===== src/design/lpl_pkg.sv =====
// Purpose: Shared constants for the LED polarity and linked-transition block.
// Assumes: Eleven LED channels, duty settings given in whole percent.
// Notes:   Register offsets are byte addresses on the device register port.
package lpl_pkg;
  localparam int unsigned CHANNELS = 11;
  localparam int unsigned ADDR_W   = 8;
  localparam int unsigned DATA_W   = 8;
  localparam int unsigned DUTY_W   = 7;

  // Register offsets.
  localparam logic [7:0] LED_POLARITY_LOW_ADDR      = 8'h75;
  localparam logic [7:0] LED_POLARITY_HIGH_ADDR     = 8'h76;
  localparam logic [7:0] LINK_TRANSITION_LOW_ADDR   = 8'h77;
  localparam logic [7:0] LINK_TRANSITION_HIGH_ADDR  = 8'h78;

  // Reset values and writable masks.
  localparam logic [7:0] REG_RESET          = 8'h00;
  localparam logic [7:0] POL_HIGH_MASK      = 8'h07;
  localparam logic [7:0] TRAN_LOW_MASK      = 8'h7F;
  localparam logic [7:0] TRAN_HIGH_MASK     = 8'h03;

  // Field positions and widths: channel index of each high register's low bit, and bits per field.
  localparam int unsigned POL_HIGH_BASE  = 8;
  localparam int unsigned TRAN_HIGH_BASE = 8;
  localparam int unsigned POL_HIGH_BITS  = 3;
  localparam int unsigned TRAN_LOW_BITS  = 7;
  localparam int unsigned TRAN_HIGH_BITS = 2;

  // Channels that can be tied to a sensor (LED1..LED7, LED9, LED10).
  localparam logic [10:0] LINKABLE_MASK = 11'h37F;

  // Duty cycle period in percent steps.
  localparam logic [6:0] DUTY_FULL  = 7'h64;
  localparam logic [6:0] PHASE_LAST = 7'h63;
  localparam logic [6:0] PHASE_ZERO = 7'h00;

  // Link hand-over mode captured when a sensor link is made.
  typedef enum logic [2:0] {
    LPL_FOLLOW = 3'b001,
    LPL_INVERT = 3'b010,
    LPL_HOLD   = 3'b100
  } lpl_link_mode_t;
endpackage


===== src/design/lpl_polarity_link.sv =====
// Purpose: Per-channel pin polarity, duty-mirror follow and linked-LED transition logic.
// Assumes: Touch, link, drive and duty inputs come from logic on core_clk.
// Notes:   The duty ramp itself is produced outside; this block shapes the pin.
module lpl_polarity_link (
  input  wire logic        core_clk,                      // System clock, 100 MHz.
  input  wire logic        reset_n,                       // Synchronous reset, active low.
  input  wire logic        clk_en,                        // Freezes all state while low.
  input  wire logic        reg_wr,                        // Register write strobe.
  input  wire logic        reg_rd,                        // Register read strobe.
  input  wire logic [7:0]  reg_addr,                      // Register byte address.
  input  wire logic [7:0]  reg_wdata,                     // Register write data.
  output logic      [7:0]  reg_rdata,                     // Registered read data.
  input  wire logic [10:0] channel_output_drive,          // Host drive bit per channel.
  input  wire logic [10:0] sensor_link,                   // Sensor link bit per channel.
  input  wire logic [10:0] touch_detect,                  // Touch present per channel.
  input  wire logic [10:0] channel_breathe,               // Non-direct behaviour selected.
  input  wire logic [10:0] output_push_pull,              // One for push-pull, zero open-drain.
  input  wire logic        block_polarity_mirror_follow,  // Blocks polarity-to-mirror copy.
  input  wire logic        invert_linked_transition,      // Linked transition invert control.
  input  wire logic [6:0]  duty_min,                      // Minimum duty in percent.
  input  wire logic [6:0]  duty_max,                      // Maximum duty in percent.
  input  wire logic [6:0]  ramp_duty,                     // Current breathe duty in percent.
  output logic      [10:0] channel_duty_mirror,           // Mirror bits to load.
  output logic             channel_duty_mirror_load,      // Pulse: load mirror bits.
  output logic      [10:0] channel_polarity,              // Current polarity bits.
  output logic      [10:0] led_actuated,                  // Effective actuation per channel.
  output logic      [10:0] led_pin_out,                   // Pin output value.
  output logic      [10:0] led_pin_oe                     // Pin output enable, high drives.
);

  logic [10:0] channel_polarity_r;
  logic [10:0] channel_polarity_nxt;
  logic [10:0] channel_link_transition_r;
  logic [10:0] channel_link_transition_nxt;
  logic [10:0] mirror_r;
  logic        mirror_load_r;
  logic [7:0]  rdata_r;
  logic [7:0]  rdata_nxt;
  logic [6:0]  phase_r;
  logic [10:0] link_prev_r;
  logic [10:0] pin_level_r;
  logic [10:0] pin_oe_r;
  logic [10:0] pin_out_r;

  wire logic wr_pol_lo  = reg_wr && (reg_addr == lpl_pkg::LED_POLARITY_LOW_ADDR);
  wire logic wr_pol_hi  = reg_wr && (reg_addr == lpl_pkg::LED_POLARITY_HIGH_ADDR);
  wire logic wr_tran_lo = reg_wr && (reg_addr == lpl_pkg::LINK_TRANSITION_LOW_ADDR);
  wire logic wr_tran_hi = reg_wr && (reg_addr == lpl_pkg::LINK_TRANSITION_HIGH_ADDR);
  wire logic pol_write  = wr_pol_lo || wr_pol_hi;

  // Split a register write into the channel vector; unwritten halves keep their value.
  function automatic logic [10:0] merge_bits(input logic [10:0] cur,
                                             input logic        wr_lo,
                                             input logic        wr_hi,
                                             input logic [7:0]  lo_mask,
                                             input logic [7:0]  hi_mask,
                                             input logic [7:0]  data);
    logic [10:0] res;
    res = cur;
    if (wr_lo) begin
      res[7:0] = data & lo_mask;
    end
    if (wr_hi) begin
      res[10:8] = data[2:0] & hi_mask[2:0];
    end
    return res;
  endfunction

  // Next register values; reserved bits are masked so they read back as zero.
  assign channel_polarity_nxt = merge_bits(channel_polarity_r, wr_pol_lo, wr_pol_hi,
                                           8'hFF, lpl_pkg::POL_HIGH_MASK, reg_wdata);
  // The low mask keeps LED8 out and the high mask LED11; a write can clear bits as well as set them.
  assign channel_link_transition_nxt = merge_bits(channel_link_transition_r, wr_tran_lo,
                                                  wr_tran_hi, lpl_pkg::TRAN_LOW_MASK,
                                                  lpl_pkg::TRAN_HIGH_MASK, reg_wdata);

  // Read mux; unmapped addresses answer zero.
  always_comb begin
    unique case (reg_addr)
      lpl_pkg::LED_POLARITY_LOW_ADDR:     rdata_nxt = channel_polarity_r[7:0];
      lpl_pkg::LED_POLARITY_HIGH_ADDR:    rdata_nxt = {5'h00, channel_polarity_r[10:8]};
      lpl_pkg::LINK_TRANSITION_LOW_ADDR:  rdata_nxt = {1'b0, channel_link_transition_r[6:0]};
      lpl_pkg::LINK_TRANSITION_HIGH_ADDR: rdata_nxt = {6'h00, channel_link_transition_r[9:8]};
      default:                            rdata_nxt = lpl_pkg::REG_RESET;
    endcase
  end

  // Register file and mirror follow. The mirror copy takes the whole polarity vector,
  // so a write that leaves a bit unchanged still re-asserts its mirror value.
  always_ff @(posedge core_clk) begin
    if (!reset_n) begin
      channel_polarity_r        <= 11'h000;
      channel_link_transition_r <= 11'h000;
      mirror_r                  <= 11'h000;
      mirror_load_r             <= 1'b0;
      rdata_r                   <= lpl_pkg::REG_RESET;
    end else if (clk_en) begin
      channel_polarity_r        <= channel_polarity_nxt;
      channel_link_transition_r <= channel_link_transition_nxt;
      mirror_load_r             <= pol_write && !block_polarity_mirror_follow;
      if (pol_write && !block_polarity_mirror_follow) begin
        mirror_r <= channel_polarity_nxt;
      end
      if (reg_rd) begin
        rdata_r <= rdata_nxt;
      end
    end
  end

  // Shared percent phase counter for every channel's pin waveform.
  always_ff @(posedge core_clk) begin
    if (!reset_n) begin
      phase_r     <= lpl_pkg::PHASE_ZERO;
      link_prev_r <= 11'h000;
    end else if (clk_en) begin
      phase_r     <= (phase_r == lpl_pkg::PHASE_LAST) ? lpl_pkg::PHASE_ZERO : phase_r + 7'h01;
      link_prev_r <= sensor_link & lpl_pkg::LINKABLE_MASK;
    end
  end

  genvar ch;
  generate
    for (ch = 0; ch < lpl_pkg::CHANNELS; ch++) begin : g_chan
      lpl_pkg::lpl_link_mode_t mode_r;
      lpl_pkg::lpl_link_mode_t mode_nxt;
      logic [6:0]              on_duty;
      logic [6:0]              high_duty;
      logic                    act;
      logic                    level;
      wire logic linked    = sensor_link[ch] && lpl_pkg::LINKABLE_MASK[ch];
      wire logic link_rise = linked && !link_prev_r[ch];
      wire logic held_on   = channel_output_drive[ch] && !touch_detect[ch];

      // Hand-over mode is fixed at the link edge from the drive bit held then.
      always_comb begin
        mode_nxt = mode_r;
        if (link_rise) begin
          if (held_on && channel_link_transition_r[ch]) begin
            mode_nxt = invert_linked_transition ? lpl_pkg::LPL_INVERT
                                                : lpl_pkg::LPL_HOLD;
          end else begin
            mode_nxt = lpl_pkg::LPL_FOLLOW;
          end
        end
      end

      // Actuation: unlinked follows the drive bit; linked follows the touch in follow mode, its inverse in invert mode, stays on in hold mode.
      always_comb begin
        unique case (mode_r)
          lpl_pkg::LPL_INVERT: act = linked ? !touch_detect[ch] : channel_output_drive[ch];
          lpl_pkg::LPL_HOLD:   act = linked ? 1'b1 : channel_output_drive[ch];
          default:             act = linked ? touch_detect[ch] : channel_output_drive[ch];
        endcase
      end

      // LED-on duty: idle at minimum, breathe on the ramp, direct at maximum when actuated.
      assign on_duty   = !act ? duty_min :
                         channel_breathe[ch] ? ramp_duty : duty_max;
      // Non-inverted channels place the same on-time as 100 minus the setting high.
      assign high_duty = lpl_pkg::DUTY_FULL - on_duty;

      // Pin level; the mirror bits are deliberately not used here.
      always_comb begin
        if (act && !channel_breathe[ch]) begin
          level = channel_polarity_r[ch];
        end else if (channel_polarity_r[ch]) begin
          level = (phase_r < high_duty);
        end else begin
          level = !(phase_r < on_duty);
        end
      end

      // Registered pin drive; open-drain only drives when pulling low.
      always_ff @(posedge core_clk) begin
        if (!reset_n) begin
          mode_r          <= lpl_pkg::LPL_FOLLOW;
          pin_level_r[ch] <= 1'b0;
          pin_oe_r[ch]    <= 1'b0;
          pin_out_r[ch]   <= 1'b0;
        end else if (clk_en) begin
          mode_r          <= mode_nxt;
          pin_level_r[ch] <= act;
          pin_oe_r[ch]    <= output_push_pull[ch] || !level;
          pin_out_r[ch]   <= output_push_pull[ch] && level;
        end
      end
    end
  endgenerate

  assign reg_rdata                = rdata_r;
  assign channel_duty_mirror      = mirror_r;
  assign channel_duty_mirror_load = mirror_load_r;
  assign channel_polarity         = channel_polarity_r;
  assign led_actuated             = pin_level_r;
  assign led_pin_out              = pin_out_r;
  assign led_pin_oe               = pin_oe_r;

endmodule


===== config.mk =====
export PLATFORM = sky130hd
export DESIGN_NAME = lpl_polarity_link
export DESIGN_NICKNAME = d
export VERILOG_FILES = /design/src/design/lpl_pkg.sv /design/src/design/lpl_polarity_link.sv
export SDC_FILE = /design/constraint.sdc
export NUM_CORES = 1
export LEC_CHECK = 0
export BUFFER_PORTS_ARGS = -buffer_cell sky130_fd_sc_hd__buf_2
export CORE_MARGIN = 1.5
export CORE_UTILIZATION = 45
export DETAILED_ROUTE_END_ITERATION = 12
export HOLD_SLACK_MARGIN = 0.08
export PLACE_DENSITY = 0.66
export SLEW_MARGIN = 20
export SYNTH_ARGS = -nofsm -noshare
export SYNTH_HDL_FRONTEND = slang
export SYNTH_SLANG_ARGS = --single-unit

===== constraint.sdc =====
create_clock -name core_clk -period 4.8 [get_ports core_clk]
set_input_delay 0.96 -clock core_clk [delete_from_list [all_inputs] [get_ports core_clk]]
set_output_delay 0.96 -clock core_clk [all_outputs]
set_load 0.05 [all_outputs]

### Word-level counts from Yosys, hierarchy flattened

Index checks and enable logic that the tools add are counted.

* bits in registers: 116
* input bits: 99
* output and inout bits: 64

* $add $sub $neg: 12
* order comparisons: 22
* equal/unequal tests: 23
* muxes and demuxes: 94
* reductions and logical operators: 131

Operators by type and width (number)
* 7-bit 2-to-1 mux: 23
* 7-bit less-than comparator: 22
* 7-bit subtractor, first input constant: 11
* 1-bit logical AND: 54
* 1-bit zero test: 52
* 1-bit 2-to-1 mux: 49
* 3-bit 2-to-1 mux: 11
* 8-bit by 7-bit equality test with 1-bit output, second input constant: 4
* 8-bit one-hot mux with 4 select lines: 1
* 3-bit by 2-bit equality test with 1-bit output, second input constant: 9
* 3-bit equality test, second input constant: 9
* 2-bit AND reduction: 13
* 1-bit one-hot mux with 2 select lines: 9
* 1-bit logical OR: 12
* 8-bit 2-to-1 mux: 1
* 7-bit by 1-bit adder with 7-bit output, second input constant: 1
* 7-bit equality test, second input constant: 1

### Longest topological paths before layout

* depth after elaboration: 10
* depth in mapped cells: 17

### Least setup slack after synthesis

No wires, ideal clock.

* kind: input to register
* start point: input ramp_duty[2]
* end point: register pin_out_r[6], in the netlist led_pin_out[6]
* library setup time: 0.116 ns
* arrival: 3.536 ns
* data required time: 4.684 ns
* slack: 1.148 ns
* stages on the path: 16
* cell sequence: clkbuf_1 -> mux2i_1 -> a211oi_1 -> nor2_1 -> nand2_1 -> o21ai_0 -> a21oi_1 -> xnor2_1 -> ha_1 -> nand2_1 -> o21ai_0 -> o21ai_0 -> mux2i_1 -> a21oi_1 -> a221o_1 -> a41o_1

* cells in the longest elaborated chain, start to end: 7

Ends and longest elaborated chain
* start: declaration: line lpl_polarity_link.sv:22 `input wire logic [6:0] ramp_duty,`
* 7-bit 2-to-1 mux (*): line lpl_polarity_link.sv:158 `channel_breathe[ch] ? ramp_duty : duty_max;`
* 7-bit 2-to-1 mux (*): line lpl_polarity_link.sv:157 `assign on_duty = !act ? duty_min :`
* 7-bit subtractor / 7-bit less-than comparator (equally long branches): line lpl_polarity_link.sv:160, lpl_polarity_link.sv:169
* 7-bit less-than comparator / 1-bit zero test (equally long branches): line lpl_polarity_link.sv:167, lpl_polarity_link.sv:169
* 1-bit 2-to-1 mux (*): line lpl_polarity_link.sv:166 `end else if (channel_polarity_r[ch]) begin`
* 1-bit 2-to-1 mux (*): line lpl_polarity_link.sv:164 `if (act && !channel_breathe[ch]) begin`
* 1-bit logical AND (*): line lpl_polarity_link.sv:184 `pin_out_r[ch] <= output_push_pull[ch] && level;`
* end signal: indexed assignment: line lpl_polarity_link.sv:184
* end: declaration: line lpl_polarity_link.sv:43 `logic [10:0] pin_out_r;`

Every way passes the cells marked *; elsewhere a longest branch is shown, timed or not.
A chain may end at the register's enable or synchronous reset.

### Worst setup path after layout

* start point: input duty_min[1]
* end point: register pin_out_r[5], in the netlist led_pin_out[5]

* cells in the longest elaborated chain, start to end: 6

Ends and longest elaborated chain
* start: declaration: line lpl_polarity_link.sv:20 `input wire logic [6:0] duty_min,`
* 7-bit 2-to-1 mux (*): line lpl_polarity_link.sv:157
* 7-bit subtractor / 7-bit less-than comparator (equally long branches): line lpl_polarity_link.sv:160, lpl_polarity_link.sv:169
* 7-bit less-than comparator / 1-bit zero test (equally long branches): line lpl_polarity_link.sv:167, lpl_polarity_link.sv:169
* 1-bit 2-to-1 mux (*): line lpl_polarity_link.sv:166
* 1-bit 2-to-1 mux (*): line lpl_polarity_link.sv:164
* 1-bit logical AND (*): line lpl_polarity_link.sv:184

Marks and branches as above.

==> out/metrics.yaml <==
status: "complete, no violations"
tightest_slew_ps: 1090
vdd_drop_max_uv: 371
ctsResizeCount: 0
cts_made_buffers: 17
portBuffers: 158
worstSetupPathType: "input port to flip-flop"
routed-via-count: 10900
syn_area_per_cell_um2: 8.16
max_cap_viol_count: 0
final_common_cell: "buf_2"
layout-drive-gt1-share: 0.171
fmax_ghz: 0.242
r2r-start: "g_chan[5].mode_r[2]$_SDFFE_PN0P_"
seq_area_frac_synth: 0.203
end_kind: "flip-flop"
fin_ws_ps: 665
grt.total_usage: 0.268
avgRoutedWirePerCell_um: 19.0
setup-tns-final_ps: 0
rr_worst_depth: 14
holdPathStages: 2
skew_ps: 19.8
holdCritPathClass: "flip-flop to flip-flop"
r2r_end: "led_pin_out[5]$_SDFFE_PN0P_"
rows: 58
dr.pass1.iters: 8
fin_area_mm2: 0.0129
syn_to_final_growth_pct: 12.7
cts_tree: "done"
grt_setup_unrepaired: "no"
routed_via_density: 5.87
netlist_area_mm2: 0.0114
power.total_mw: 3.16
grt_pass1_vias: 10400
die_w_um: 163
finalCritPeriodShare: 0.862
grt_antenna_before_repair: 3
nNetsFinal: 1726
die-area_mm2: 0.0264
cts_root_buf: "clkbuf_16"
route.detailed.drc: 0
htreeDepth: 4
fill_cells: 2495
crit_start: "duty_min[1]"
synthArstFlopShare: 0
cp.arrival_ps: 4450
start_util: 0.456
synth_cell_types: 76
dpl.hpwl_um: 25100
slew_viol_final: 0
drtIter0Drc: 625
setup_viol: 0
cts_sinks: 116
relSlewSlack: 0.275
gp_congestion: 0.905
grt_max_degree: 82
hp-start: "led_pin_out[9]$_SDFFE_PN0P_"
reg2reg_slack_ps: 1270
ctsLongestPathBuffers: 2
cts.clk_slew.worst_paths_ps: 60
grt_pass1_wl_um: 55400
post-cts-setup-buffers: 0
syn_inst: 1403
synth_nets: 1619
dp_slack_ps: 291
synthFlopType: "dfxtp_1"
multi_input_area_mm2: 0.00850
ff_latch_area_mm2: 0.00232
grt_remaining_overflow: 0
die_h_um: 163
ant_nets: 0
placed_area_mm2: 0.0123
ctsHoldBuffers: 0
startpoint_type: "input port"
cp.required_ps: 5120
p_leak_nw: 5.96
p_per_area_mw_per_mm2: 245
min_to: "led_pin_out[9]$_SDFFE_PN0P_"
synth_edf_count: 0
clk_latency_ps: 430
finalHoldViolations: 0
fin_crit_ps: 4140
ioPinCount: 163
yosysWarnings: 0
ys_seq_elements: 116
core_mm2: 0.0251
mostFrequentLayoutCells: "buf_2, o21ai_0, mux2i_1, nand2_1, ha_1"
drt_wl_total_um: 35200
critPathMaxFanout: 9
[Yosys cell counts, types with 4 or more instances]
cell,n,share of area
nand2_1,122,0.040
a21oi_1,59,0.026
a22oi_1,23,0.015
a21o_1,17,0.011
inv_1,23,0.0075
o21ai_0,143,0.063
buf_6,8,0.0079
nor3b_2,4,0.0044
nor3_1,12,0.0052
a211oi_1,24,0.016
o221ai_1,4,0.0031
nand3b_1,14,0.0092
o211a_1,11,0.0096
mux2i_1,122,0.11
nor2_1,64,0.021
a221o_1,6,0.0052
dfxtp_1,116,0.20
o21a_1,16,0.010
xnor2_1,49,0.037
nor3b_1,4,0.0026
o211ai_1,10,0.0066
a2111oi_0,4,0.0031
o21bai_1,10,0.0066
nand4_1,9,0.0049
and3b_1,6,0.0046
nor2b_1,102,0.056
clkbuf_1,59,0.019
o21ai_1,12,0.0052
a41o_1,6,0.0052
clkbuf_8,8,0.0096
xor2_1,11,0.0084
nor4b_1,4,0.0031
a22o_1,4,0.0031
nand2b_1,25,0.014
a31o_2,4,0.0031
a311oi_1,8,0.0061
buf_2,15,0.0066
mux2_2,14,0.014
nand3_1,47,0.021
and3_1,22,0.012
ha_1,117,0.13
a31oi_1,14,0.0076
[kinds of logic after synthesis]
family,after synthesis,share of synthesized area
buf+inv,119,0.0561
fa+ha+maj,117,0.128
simple gates,451,0.210
compound gates,396,0.225
xor+xnor,61,0.0473
flops,116,0.203
mux,143,0.131
[report_power, final]
part	internal, mW	total, mW	switching [mW]
combinational	0.344	0.870	0.526
clock	0.738	1.29	0.553
sequential	0.983	1.00	0.0200
[layout make-up]
| cell class | instances | share of cell area |
|---|---|---|
| Tap cell | 330 | 0.0320 |
| Timing Repair Buffer | 184 | 0.0768 |
| Sequential cell | 116 | 0.180 |
| Multi-Input combinational cell | 1168 | 0.659 |
| Clock inverter | 15 | 0.0125 |
| Clock buffer | 17 | 0.0330 |
| Inverter | 23 | 0.00669 |
| Antenna cell | 2 | 0.000388 |
[stage by stage]
step                      cells   util  hold slack, ps
after CTS                  1853  0.513             473
final                      1855  0.514             470
after floorplan            1403      -             440
after global placement     1821  0.490             452
after global routing       1855  0.514             501
after detailed placement   1821  0.490             462
[per-layer routing]
layer	track usage	wire [µm]	vias up
met1	0.336	15300	5100
met4	0.118	1260	2
met3	0.0481	2370	75
met2	0.448	16300	372
li1	-	-	5346
met5	0	12	-
[critical path, cell delays in order]
cell and delay [ps]:
buf_2 110, o21ai_0 490, nand2_1 460, o21ai_0 490
a21oi_1 180, xnor2_1 170, ha_1 310, nand2_1 60
o21ai_0 260, o21ai_0 160, mux2i_1 170, a21oi_1 60
a221o_1 320, a41o_1 250
[state kept, by name, indices dropped and copies added, names as in the netlist]
register and cells:
channel_duty_mirror 11, channel_duty_mirror_load 1, channel_link_transition_r 9, channel_polarity 11
g_chan.mode_r 27, led_actuated 11, led_pin_oe 11, led_pin_out 11
link_prev_r 9, phase_r 7, reg_rdata 8
[worst max path at each step]
stage / to / slack [ps] / cells past startpoint
2_1_floorplan: led_pin_out[6]$_SDFFE_PN0P_ / 1150 / 16
3_3_place_gp: led_pin_out[5]$_SDFFE_PN0P_ / 370 / 14
3_5_place_dp: led_pin_out[5]$_SDFFE_PN0P_ / 290 / 14
4_1_cts: led_pin_out[5]$_SDFFE_PN0P_ / 740 / 14
5_1_grt: led_pin_out[5]$_SDFFE_PN0P_ / 400 / 14
6_report: led_pin_out[5]$_SDFFE_PN0P_ / 660 / 14
Note: power is estimated with default switching activity, not from simulation.
